==> config.mk <==
export PLATFORM = sky130hd
export DESIGN_NAME = gcso_top
export DESIGN_NICKNAME = d
export VERILOG_FILES = /design/src/design/gcso_pkg.sv /design/src/design/gcso_clkdiv.sv /design/src/design/gcso_top.sv
export VERILOG_INCLUDE_DIRS = /design/src /design/src/design
export SDC_FILE = /design/constraint.sdc
export NUM_CORES = 1
export LEC_CHECK = 0
export ABC_AREA = 1
export BUFFER_PORTS_ARGS = -buffer_cell sky130_fd_sc_hd__buf_4
export CAP_MARGIN = 0
export CORE_MARGIN = 8
export CORE_UTILIZATION = 54
export DETAILED_ROUTE_END_ITERATION = 6
export GPL_TIMING_DRIVEN = 0
export PLACE_DENSITY_LB_ADDON = 0.25
export SKIP_CTS_REPAIR_TIMING = 1
export SLEW_MARGIN = 20
export SYNTH_ARGS = -nofsm -noshare
export SYNTH_HDL_FRONTEND = slang
export SYNTH_SLANG_ARGS = --single-unit
==> constraint.sdc <==
create_clock -name i_core_clk -period 27.6 [get_ports i_core_clk]
set_input_delay 2.76 -clock i_core_clk [delete_from_list [all_inputs] [get_ports i_core_clk]]
set_output_delay 2.76 -clock i_core_clk [all_outputs]
set_load 0.05 [all_outputs]
==> src/design/gcso_cfg.svh <==
// Register map, field layout, reset values and pin function codes for the GPIO status outputs
// Functional notes
// - Loop lock flags appear on a pin whose function select holds their code.
// - Rising and falling loop lock edges both latch an interrupt bit.
// - Interrupt bits stay latched, are readable any time, and drive the request output.
// - A latched interrupt bit clears only when software writes one to it.
// - Pin with synchronous clock-output code carries the synchronous divided clock.
// - Pin with asynchronous clock-output code carries the asynchronous divided clock.
// - Synchronous clock-output enable is bit 15, reset zero, output disabled.
// - Bits 7:3 give an even divide ratio from 2 to 30, reset zero.
// - Bits 2:0 select 6.144, 12.288, 24.576 or 49.152 MHz source; others reserved.
// - Asynchronous clock-output register has the same layout and zero reset.
// - Two PWM outputs are each selectable on a pin by own code.
// - The S/PDIF transmitter output is selectable on a pin by its code.
// - Rate-converter lock flags go to pins and latch interrupts on both edges.
// - Timer status pin pulses at final count; same event latches an interrupt.
// - Event-logger pin is high while its FIFO is not empty; raises interrupt.
// - Four alarm pins assert for a configurable time on trigger; latch interrupts.
// - Master-mode aux PDM clock goes on GPIO3 or GPIO10, data on GPIO4 or GPIO9.
// - Slave-mode aux PDM clock comes in on GPIO10; data leaves on GPIO9 only.
// - Bits 1:0: switch one open, closed, closed on clamp set, closed on clamp clear.
// - Bits 3:2 control switch two with the same encodings, reset zero.
`ifndef GCSO_CFG_SVH
`define GCSO_CFG_SVH

// Register indexes; byte address is four times the index
`define GCSO_IDX_SYNC_CLK   10'h149
`define GCSO_IDX_ASYNC_CLK  10'h14A
`define GCSO_IDX_SWITCH     10'h2C8
`define GCSO_IDX_IRQ_STAT   10'h300
`define GCSO_IDX_AUX_CTRL   10'h301
`define GCSO_IDX_RAW_STAT   10'h302
`define GCSO_PIN_FN_HI      6'h31

// Output-clock control fields
`define GCSO_CLK_ENA        15
`define GCSO_CLK_DIV_HI     7
`define GCSO_CLK_DIV_LO     3
`define GCSO_CLK_SEL_HI     2
`define GCSO_CLK_SEL_LO     0
`define GCSO_CLK_CTRL_MASK  16'h80FF
`define GCSO_CLK_CTRL_RST   16'h0000

// Switch control fields
`define GCSO_SW1_HI         1
`define GCSO_SW1_LO         0
`define GCSO_SW2_HI         3
`define GCSO_SW2_LO         2
`define GCSO_SWITCH_RST     4'h0

// Aux control fields and reset values
`define GCSO_AUX_MASTER     8
`define GCSO_ALARM_LEN_RST  8'h04
`define GCSO_PIN_FN_RST     10'h000

// Interrupt status bit positions
`define GCSO_IRQ_FLL_LSB    0
`define GCSO_IRQ_ASRC_LSB   2
`define GCSO_IRQ_TIMER      4
`define GCSO_IRQ_EVLOG      5
`define GCSO_IRQ_ALARM_LSB  6
`define GCSO_IRQ_RST        10'h000

// Pin function codes
`define GCSO_FN_FLL1_LOCK   10'h018
`define GCSO_FN_FLL2_LOCK   10'h019
`define GCSO_FN_SYNC_CLK    10'h040
`define GCSO_FN_ASYNC_CLK   10'h041
`define GCSO_FN_PWM1        10'h048
`define GCSO_FN_PWM2        10'h049
`define GCSO_FN_SPDIF       10'h04C
`define GCSO_FN_ASRC1_LOCK  10'h088
`define GCSO_FN_ASRC2_LOCK  10'h089
`define GCSO_FN_TIMER       10'h140
`define GCSO_FN_EVLOG       10'h150
`define GCSO_FN_ALARM1      10'h230
`define GCSO_FN_ALARM2      10'h231
`define GCSO_FN_ALARM3      10'h232
`define GCSO_FN_ALARM4      10'h233
`define GCSO_FN_AUX_CLK     10'h280
`define GCSO_FN_AUX_DAT     10'h281

// Pin indexes (GPIOn sits at index n-1)
`define GCSO_PIN_GPIO3      2
`define GCSO_PIN_GPIO4      3
`define GCSO_PIN_GPIO9      8
`define GCSO_PIN_GPIO10     9

`endif

==> src/design/gcso_pkg.sv <==
// Types shared by the GPIO status output block
package gcso_pkg;

  // Analog switch modes
  typedef enum logic [1:0] {
    GCSO_SW_OPEN      = 2'h0,
    GCSO_SW_CLOSED    = 2'h1,
    GCSO_SW_CLAMP_SET = 2'h2,
    GCSO_SW_CLAMP_CLR = 2'h3
  } gcso_sw_mode_t;

endpackage

==> src/design/gcso_clkdiv.sv <==
// Even divider that turns a selected source-rate strobe into a divided clock
`timescale 1ns/1ps
`include "gcso_cfg.svh"
module gcso_clkdiv (
  input  wire logic       i_core_clk,
  input  wire logic       i_sys_rst,
  input  wire logic       i_enable,
  input  wire logic [4:0] i_divider,
  input  wire logic [2:0] i_source_select,
  input  wire logic [3:0] i_rate_tick,
  output logic            o_clk_out
);

  logic       tick;
  logic [3:0] half_m1;
  logic [3:0] cnt;

  // Reserved source codes give no strobe; half period is divider/2 strobes, or one strobe for a divider below 2
  always_comb begin
    tick    = (i_source_select[2] == 1'b0) ? i_rate_tick[i_source_select[1:0]] : 1'b0;
    half_m1 = (i_divider[4:1] == 4'h0) ? 4'h0 : (i_divider[4:1] - 4'h1);
  end

  // Disabled holds low with count cleared, so enable always starts a fresh low half
  always_ff @(posedge i_core_clk or posedge i_sys_rst) begin
    if (i_sys_rst) begin
      cnt       <= 4'h0;
      o_clk_out <= 1'b0;
    end else if (!i_enable) begin
      cnt       <= 4'h0;
      o_clk_out <= 1'b0;
    end else if (tick) begin
      // Greater-or-equal recovers if the divider is cut while running
      if (cnt >= half_m1) begin
        cnt       <= 4'h0;
        o_clk_out <= ~o_clk_out;
      end else begin
        cnt <= cnt + 4'h1;
      end
    end
  end
endmodule

==> src/design/gcso_top.sv <==
// GPIO status outputs, divided clock outputs and analog switch control with an AHB-Lite register slave
//
// The AHB-Lite slave port was decided locally.
`timescale 1ns/1ps
`include "gcso_cfg.svh"
module gcso_top
  import gcso_pkg::*;
(
  input  wire logic        i_core_clk,
  input  wire logic        i_sys_rst,
  input  wire logic        i_hsel,
  input  wire logic [31:0] i_haddr,
  input  wire logic [1:0]  i_htrans,
  input  wire logic        i_hwrite,
  input  wire logic [2:0]  i_hsize,
  input  wire logic [31:0] i_hwdata,
  input  wire logic        i_hready,
  output logic             o_hreadyout,
  output logic             o_hresp,
  output logic [31:0]      o_hrdata,
  input  wire logic [1:0]  i_fll_lock,
  input  wire logic [1:0]  i_asrc_lock,
  input  wire logic        i_timer_final,
  input  wire logic        i_evlog_not_empty,
  input  wire logic [3:0]  i_alarm_trigger,
  input  wire logic [1:0]  i_pwm_out,
  input  wire logic        i_spdif_out,
  input  wire logic        i_aux_pdm_clk,
  input  wire logic        i_aux_pdm_data,
  input  wire logic        i_mic_detect_clamp,
  input  wire logic [3:0]  i_sync_rate_tick,
  input  wire logic [3:0]  i_async_rate_tick,
  input  wire logic        i_gpio10_in,
  output logic [15:0]      o_gpio_out,
  output logic [15:0]      o_gpio_oe,
  output logic             o_irq,
  output logic             o_switch_one_closed,
  output logic             o_switch_two_closed,
  output logic             o_aux_pdm_ext_clk,
  output logic             o_sync_divided_clock_out,
  output logic             o_async_divided_clock_out
);

  // Synchronisers and edge history
  logic [1:0]  fll_meta;
  logic [1:0]  fll_sync;
  logic [1:0]  fll_prev;
  logic [1:0]  asrc_meta;
  logic [1:0]  asrc_sync;
  logic [1:0]  asrc_prev;
  logic        gpio10_meta;
  logic        gpio10_sync;
  logic        evlog_prev;

  // Software-visible state
  logic [15:0] sync_ctrl;
  logic [15:0] async_ctrl;
  logic [3:0]  switch_ctrl;
  logic [9:0]  irq_status;
  logic        aux_master;
  logic [7:0]  alarm_len;
  logic [9:0]  pin_fn [16];

  // Internal datapath
  logic [7:0]  alarm_cnt [4];
  logic [3:0]  alarm_active;
  logic        wr_pend;
  logic [9:0]  wr_idx;
  logic        addr_ok;
  logic [9:0]  next_irq_set;
  logic [9:0]  irq_clear;
  logic [15:0] next_gpio_out;
  logic [15:0] next_gpio_oe;
  logic        sync_div_clk;
  logic        async_div_clk;

  // Switch closure for one mode field
  function automatic logic sw_closed(input logic [1:0] mode, input logic clamp);
    logic c;
    c = 1'b0;
    case (gcso_sw_mode_t'(mode))
      GCSO_SW_OPEN:      c = 1'b0;
      GCSO_SW_CLOSED:    c = 1'b1;
      GCSO_SW_CLAMP_SET: c = clamp;
      GCSO_SW_CLAMP_CLR: c = !clamp;
      default:           c = 1'b0;
    endcase
    return c;
  endfunction

  // Pin function register window
  function automatic logic is_pin_fn(input logic [9:0] idx);
    return idx[9:4] == `GCSO_PIN_FN_HI;
  endfunction

  // Drive pair {enable, level} for one pin and its function code
  function automatic logic [1:0] pin_drive(input logic [9:0] code, input int unsigned pin);
    logic [1:0] d;
    d = 2'b00;
    case (code)
      `GCSO_FN_FLL1_LOCK:  d = {1'b1, fll_sync[0]};
      `GCSO_FN_FLL2_LOCK:  d = {1'b1, fll_sync[1]};
      `GCSO_FN_SYNC_CLK:   d = {1'b1, sync_div_clk};
      `GCSO_FN_ASYNC_CLK:  d = {1'b1, async_div_clk};
      `GCSO_FN_PWM1:       d = {1'b1, i_pwm_out[0]};
      `GCSO_FN_PWM2:       d = {1'b1, i_pwm_out[1]};
      `GCSO_FN_SPDIF:      d = {1'b1, i_spdif_out};
      `GCSO_FN_ASRC1_LOCK: d = {1'b1, asrc_sync[0]};
      `GCSO_FN_ASRC2_LOCK: d = {1'b1, asrc_sync[1]};
      `GCSO_FN_TIMER:      d = {1'b1, i_timer_final};
      `GCSO_FN_EVLOG:      d = {1'b1, i_evlog_not_empty};
      `GCSO_FN_ALARM1:     d = {1'b1, alarm_active[0]};
      `GCSO_FN_ALARM2:     d = {1'b1, alarm_active[1]};
      `GCSO_FN_ALARM3:     d = {1'b1, alarm_active[2]};
      `GCSO_FN_ALARM4:     d = {1'b1, alarm_active[3]};
      `GCSO_FN_AUX_CLK: begin
        // Slave mode turns GPIO10 into an input, so nothing drives
        if (aux_master && (pin == `GCSO_PIN_GPIO3 || pin == `GCSO_PIN_GPIO10)) begin
          d = {1'b1, i_aux_pdm_clk};
        end
      end
      `GCSO_FN_AUX_DAT: begin
        if ((aux_master && pin == `GCSO_PIN_GPIO4) || pin == `GCSO_PIN_GPIO9) begin
          d = {1'b1, i_aux_pdm_data};
        end
      end
      default:             d = 2'b00;
    endcase
    return d;
  endfunction

  // Register read mux; reserved bits read as zero
  function automatic logic [31:0] read_word(input logic [9:0] idx);
    logic [31:0] r;
    r = 32'h0000_0000;
    case (idx)
      `GCSO_IDX_SYNC_CLK:  r = {16'h0000, sync_ctrl};
      `GCSO_IDX_ASYNC_CLK: r = {16'h0000, async_ctrl};
      `GCSO_IDX_SWITCH:    r = {28'h000_0000, switch_ctrl};
      `GCSO_IDX_IRQ_STAT:  r = {22'h00_0000, irq_status};
      `GCSO_IDX_AUX_CTRL:  r = {23'h00_0000, aux_master, alarm_len};
      `GCSO_IDX_RAW_STAT:  r = {28'h000_0000, asrc_sync, fll_sync};
      default: begin
        if (is_pin_fn(idx)) begin
          r = {22'h00_0000, pin_fn[idx[3:0]]};
        end
      end
    endcase
    return r;
  endfunction

  // Lock flags and the pin input come from other clocks: two flops first
  always_ff @(posedge i_core_clk or posedge i_sys_rst) begin
    if (i_sys_rst) begin
      fll_meta    <= 2'h0;
      fll_sync    <= 2'h0;
      asrc_meta   <= 2'h0;
      asrc_sync   <= 2'h0;
      gpio10_meta <= 1'b0;
      gpio10_sync <= 1'b0;
    end else begin
      fll_meta    <= i_fll_lock;
      fll_sync    <= fll_meta;
      asrc_meta   <= i_asrc_lock;
      asrc_sync   <= asrc_meta;
      gpio10_meta <= i_gpio10_in;
      gpio10_sync <= gpio10_meta;
    end
  end

  // Lock edge history taken from the second synchroniser stage; logger history from the raw input
  always_ff @(posedge i_core_clk or posedge i_sys_rst) begin
    if (i_sys_rst) begin
      fll_prev   <= 2'h0;
      asrc_prev  <= 2'h0;
      evlog_prev <= 1'b0;
    end else begin
      fll_prev   <= fll_sync;
      asrc_prev  <= asrc_sync;
      evlog_prev <= i_evlog_not_empty;
    end
  end

  // Bus address phase: single words only, so narrow sizes are not decoded
  assign addr_ok = i_hsel && i_hready && i_htrans[1] && (i_haddr[31:12] == 20'h0_0000);

  // Zero-wait slave; read data is fetched at the address edge
  always_ff @(posedge i_core_clk or posedge i_sys_rst) begin
    if (i_sys_rst) begin
      wr_pend     <= 1'b0;
      wr_idx      <= 10'h000;
      o_hrdata    <= 32'h0000_0000;
      o_hreadyout <= 1'b1;
      o_hresp     <= 1'b0;
    end else begin
      wr_pend     <= addr_ok && i_hwrite;
      o_hreadyout <= 1'b1;
      o_hresp     <= 1'b0;
      if (addr_ok) begin
        wr_idx <= i_haddr[11:2];
      end
      o_hrdata <= (addr_ok && !i_hwrite) ? read_word(i_haddr[11:2]) : 32'h0000_0000;
    end
  end

  // Configuration registers written in the data phase
  always_ff @(posedge i_core_clk or posedge i_sys_rst) begin
    if (i_sys_rst) begin
      sync_ctrl   <= `GCSO_CLK_CTRL_RST;
      async_ctrl  <= `GCSO_CLK_CTRL_RST;
      switch_ctrl <= `GCSO_SWITCH_RST;
      aux_master  <= 1'b0;
      alarm_len   <= `GCSO_ALARM_LEN_RST;
      for (int p = 0; p < 16; p++) begin
        pin_fn[p] <= `GCSO_PIN_FN_RST;
      end
    end else if (wr_pend) begin
      case (wr_idx)
        `GCSO_IDX_SYNC_CLK:  sync_ctrl   <= i_hwdata[15:0] & `GCSO_CLK_CTRL_MASK;
        `GCSO_IDX_ASYNC_CLK: async_ctrl  <= i_hwdata[15:0] & `GCSO_CLK_CTRL_MASK;
        `GCSO_IDX_SWITCH:    switch_ctrl <= i_hwdata[3:0];
        `GCSO_IDX_AUX_CTRL: begin
          aux_master <= i_hwdata[`GCSO_AUX_MASTER];
          alarm_len  <= i_hwdata[7:0];
        end
        default: begin
          if (is_pin_fn(wr_idx)) begin
            pin_fn[wr_idx[3:0]] <= i_hwdata[9:0];
          end
        end
      endcase
    end
  end

  // Event sources: lock flags on both edges, logger on becoming non-empty
  always_comb begin
    next_irq_set = 10'h000;
    next_irq_set[`GCSO_IRQ_FLL_LSB +: 2]   = fll_sync ^ fll_prev;
    next_irq_set[`GCSO_IRQ_ASRC_LSB +: 2]  = asrc_sync ^ asrc_prev;
    next_irq_set[`GCSO_IRQ_TIMER]          = i_timer_final;
    next_irq_set[`GCSO_IRQ_EVLOG]          = i_evlog_not_empty && !evlog_prev;
    next_irq_set[`GCSO_IRQ_ALARM_LSB +: 4] = i_alarm_trigger;
    irq_clear = (wr_pend && wr_idx == `GCSO_IDX_IRQ_STAT) ? i_hwdata[9:0] : 10'h000;
  end

  // Sticky bits, write-one-to-clear; a same-cycle event beats the clear
  always_ff @(posedge i_core_clk or posedge i_sys_rst) begin
    if (i_sys_rst) begin
      irq_status <= `GCSO_IRQ_RST;
      o_irq      <= 1'b0;
    end else begin
      irq_status <= (irq_status & ~irq_clear) | next_irq_set;
      o_irq      <= |irq_status;
    end
  end

  // Alarm stretchers; retrigger reloads the full length, zero length gives no pulse
  for (genvar a = 0; a < 4; a++) begin : g_alarm
    always_ff @(posedge i_core_clk or posedge i_sys_rst) begin
      if (i_sys_rst) begin
        alarm_cnt[a] <= 8'h00;
      end else if (i_alarm_trigger[a]) begin
        alarm_cnt[a] <= alarm_len;
      end else if (alarm_cnt[a] != 8'h00) begin
        alarm_cnt[a] <= alarm_cnt[a] - 8'h01;
      end
    end
    assign alarm_active[a] = (alarm_cnt[a] != 8'h00);
  end

  // Divided clock from the synchronous system clock rates
  gcso_clkdiv u_sync_div (
    .i_core_clk      (i_core_clk),
    .i_sys_rst       (i_sys_rst),
    .i_enable        (sync_ctrl[`GCSO_CLK_ENA]),
    .i_divider       (sync_ctrl[`GCSO_CLK_DIV_HI:`GCSO_CLK_DIV_LO]),
    .i_source_select (sync_ctrl[`GCSO_CLK_SEL_HI:`GCSO_CLK_SEL_LO]),
    .i_rate_tick     (i_sync_rate_tick),
    .o_clk_out       (sync_div_clk)
  );

  // Divided clock from the asynchronous domain rates
  gcso_clkdiv u_async_div (
    .i_core_clk      (i_core_clk),
    .i_sys_rst       (i_sys_rst),
    .i_enable        (async_ctrl[`GCSO_CLK_ENA]),
    .i_divider       (async_ctrl[`GCSO_CLK_DIV_HI:`GCSO_CLK_DIV_LO]),
    .i_source_select (async_ctrl[`GCSO_CLK_SEL_HI:`GCSO_CLK_SEL_LO]),
    .i_rate_tick     (i_async_rate_tick),
    .o_clk_out       (async_div_clk)
  );

  // Pin multiplexer
  always_comb begin
    logic [1:0] d;
    d             = 2'b00;
    next_gpio_out = 16'h0000;
    next_gpio_oe  = 16'h0000;
    for (int p = 0; p < 16; p++) begin
      d                = pin_drive(pin_fn[p], p);
      next_gpio_oe[p]  = d[1];
      next_gpio_out[p] = d[0];
    end
  end

  // Registered pin, switch and clock outputs; each adds one cycle of latency
  always_ff @(posedge i_core_clk or posedge i_sys_rst) begin
    if (i_sys_rst) begin
      o_gpio_out                <= 16'h0000;
      o_gpio_oe                 <= 16'h0000;
      o_switch_one_closed       <= 1'b0;
      o_switch_two_closed       <= 1'b0;
      o_aux_pdm_ext_clk         <= 1'b0;
      o_sync_divided_clock_out  <= 1'b0;
      o_async_divided_clock_out <= 1'b0;
    end else begin
      o_gpio_out                <= next_gpio_out;
      o_gpio_oe                 <= next_gpio_oe;
      o_switch_one_closed       <= sw_closed(switch_ctrl[`GCSO_SW1_HI:`GCSO_SW1_LO], i_mic_detect_clamp);
      o_switch_two_closed       <= sw_closed(switch_ctrl[`GCSO_SW2_HI:`GCSO_SW2_LO], i_mic_detect_clamp);
      o_aux_pdm_ext_clk         <= !aux_master && (pin_fn[`GCSO_PIN_GPIO10] == `GCSO_FN_AUX_CLK)
                                   && gpio10_sync;
      o_sync_divided_clock_out  <= sync_div_clk;
      o_async_divided_clock_out <= async_div_clk;
    end
  end
endmodule

==> impl_metrics.py <==
metrics = {
    "layout": {
        "area_delta_synth_final_pct": 14.2,
        "nets": 3597,
        "drive_gt1_frac": 0.0838,
        "n_fill_cell": 3657,
    },
    "setup_path": {
        "crit_family": "compound AO/OA/AOI/OAI gates",
        "worst_path_max_delay_cell": "clkinv_1",
        "worstPathRequired_ns": 28.01,
        "rr_worst_depth": 10,
        "path_common_cell": "nand2_1",
        "slowest_delay_ns": 0.56,
        "crit_fanout": 10,
        "crit_chain": "buf_4 > nand2_2 > clkinv_1 > a22oi_1 > nand2_1 > nand2_1 > nand2_1 > o21ai_0 > nand2_1",
        "endpoint_kind": "register",
        "critical_path_buf_inv_count": 2,
        "cp-start-kind": "input pin",
        "cp.depth": 9,
        "critical_path_class": "in2reg",
        "crit_arrival_ns": 4.97,
    },
    "logic_synthesis": {
        "synth_edf_count": 0,
        "synth_common_cells": "nand2_1 (938), nor2_1 (466), inv_1 (381)",
        "async_flop_share": 1.00,
        "synth_seq_cells": 318,
        "ys.flop_type": "dfrtp_1",
        "yosysSeqAreaShare": 0.374,
        "yosysMostFrequentCell": "nand2_1",
        "synth_cell_type_count": 48,
        "syn-cell-area_um2": 21300,
        "synth_cells": 3299,
        "syn_area_per_cell_um2": 6.46,
        "yosysTopAreaCell": "dfrtp_1",
        "synth_area_leaders": "dfrtp_1 (37%), nand2_1 (17%), nand3_1 (8.7%), nor2_1 (8.2%), inv_1 (6.7%)",
        "yosysWarnings": 0,
        "synthDominantCellAreaShare": 0.372,
    },
    "sta": {
        "holdWs_ns": 0.346,
        "finalCritPeriodShare": 0.165,
        "tightest_slew_ns": 1.26,
        "finalMaxSlewViolations": 0,
        "rsz0062_at_grt": "false",
        "setup-tns-final_ns": 0,
        "finClkSkew_ns": 0.0262,
        "setup_viol": 0,
        "min_period_ns": 4.57,
        "slew_headroom": 0.162,
        "hold_viol_final": 0,
        "fmax_mhz": 219,
    },
    "detailed_routing": {
        "via_count": 24100,
        "via_per_inst": 5.99,
        "drt-initial-drc-count": 3560,
        "drt_pre_antenna_iters": 7,
        "wirelength_um": 86700,
        "drc": 3,
        "routedWlPerCell_um": 21.5,
        "ant_nets": 0,
    },
    "global_routing": {
        "grt-ovfl-total": 0,
        "antenna_found_initial": 4,
        "grt_pass1_wl_um": 130000,
        "grt_max_degree": 106,
        "grt_use_total": 0.365,
        "grt_pass1_vias": 22100,
    },
    "power": {
        "power.density_nw_per_um2": 45.2,
        "leakage_nw": 13.1,
        "ir_drop_uv": 44.3,
    },
    "clock_network": {
        "clk_pin_slew_ns": 0.06,
        "cts.path.max_buffers": 3,
        "clock_sinks": 318,
        "htreeDepth": 2,
        "clockRootBuffer": "clkbuf_16",
        "clk_latency_ns": 0.56,
        "cts_buffers": 38,
        "cts_tree": "yes",
    },
    "place": {
        "numPortBuffers": 118,
        "place_congestion": 1.05,
        "hpwlAfterDp_um": 63100,
    },
    "die": {
        "die_area_um2": 46100,
        "die_h_um": 215,
        "start_util": 0.549,
        "ios": 171,
        "fp-row-count": 72,
        "die-width_um": 215,
        "core-area_um2": 38800,
    },
    "min_path": {
        "min_delay_path_depth": 0,
        "min-delay-path-class": "reg2reg",
    },
    "run_status": {
        "outcome": "finished, violations left",
        "violations": "DRC",
    },
    "run": {
        "maxCapViolCount": 0,
    },
}
-- metal layers --
layer  GRT usage  wire length, µm  vias up
met5           0                0        -
met3      0.0821            10100      310
met2       0.548            37200     1478
met1       0.475            33500    11300
met4       0.228             5940        0
li1            -                -    11100
-- stage by stage --
step / power, W / setup slack, ns / area (µm²) / util / instances
6_report: 0.00110 / 23.03 / 24300 / 0.627 / 4031
5_1_grt: 0.00112 / 23.05 / 24300 / 0.626 / 4027
4_1_cts: 0.00109 / 23.08 / 24300 / 0.626 / 4027
3_5_place_dp: 0.000575 / 22.50 / 23000 / 0.593 / 3959
3_3_place_gp: 0.000572 / 12.79 / 22900 / 0.590 / 3956
2_1_floorplan: 0.000532 / 16.04 / 21400 / - / 3320
-- where the power goes --
part / switching [W] / internal [W]
registers: 0.00000337 / 0.000471
clock network: 0.000217 / 0.000312
logic: 0.0000717 / 0.0000239
total: 0.000292 / 0.000807
-- worst register-to-register path: cells and delay by family, from the launching register on --
| kind | cells | cell delay [ns] |
|---|---|---|
| AND/OR/NAND/NOR | 6 | 1.24 |
| flip-flops | 1 | 0.41 |
| buffers and inverters | 3 | 1.17 |
| adder cells (fa/ha/maj) | 1 | 0.17 |
-- cells in the final DEF (no fill, tap or decap), drive strengths merged, types with 3 or more instances in the layout --
cell	count
a21oi	33
clkinvlp	3
xnor2	11
clkinv	9
clkbuf	120
nand4	154
a31oi	6
nor4	6
bufinv	4
o21a	6
nand3b	3
diode	4
o21ai	277
nor3	70
a211oi	3
a22oi	5
nand2	941
conb	23
nor2	475
o31ai	3
o211ai	14
nand3	373
ha	17
mux2	3
or2	5
inv	389
o22ai	21
xor2	18
buf	189
dfrtp	317
-- worst paths after layout --
check / from / end / slack (ns)
min reg2reg: gpio10_meta / gpio10_sync / 0.35
max: i_haddr[2] / o_hrdata[8] / 23.03
max reg2reg: alarm_cnt[8] / o_gpio_out[7] / 24.45
max in group asynchronous: i_sys_rst / alarm_len[2] / 24.28
min in group asynchronous: i_sys_rst / u_async_div.cnt[3] / 2.11
min: gpio10_meta / gpio10_sync / 0.35
-- cell families (layout without fill, tap and decap cells) --
| logic type | count (synthesis) | after routing | synth area share |
|---|---|---|---|
| compound gates | 375 | 375 | 0.0945 |
| xor+xnor | 29 | 29 | 0.0119 |
| fa+ha+maj | 17 | 17 | 0.00998 |
| buf+inv | 525 | 714 | 0.0995 |
| flops | 318 | 318 | 0.374 |
| mux | 3 | 3 | 0.00159 |
| other cells | 2 | 27 | 0.000352 |
| simple gates | 2030 | 2030 | 0.409 |
-- sequential cells by signal (all words and copies together), names as in the netlist, 4 cells and up --
signal	flops
switch_ctrl	4
alarm_cnt	32
pin_fn	160
u_async_div.cnt	4
alarm_len	8
irq_status	10
sync_ctrl	9
o_gpio_out	16
async_ctrl	9
wr_idx	10
u_sync_div.cnt	4
o_gpio_oe	16
o_hrdata	11
-- cell type report --
| class | instances | area [µm²] | area share |
|---|---|---|---|
| Timing Repair Buffer | 121 | 968 | 0.0398 |
| Tap cell | 518 | 648 | 0.0266 |
| Inverter | 386 | 1460 | 0.0599 |
| Multi-Input combinational cell | 2477 | 11300 | 0.465 |
| Sequential cell | 318 | 7960 | 0.327 |
| Antenna cell | 4 | 10.0 | 0.000411 |
| Clock inverter | 19 | 224 | 0.00921 |
| Clock buffer | 49 | 1060 | 0.0437 |
| Buffer | 139 | 689 | 0.0283 |
No activity file was read; power rests on OpenSTA's default activity.
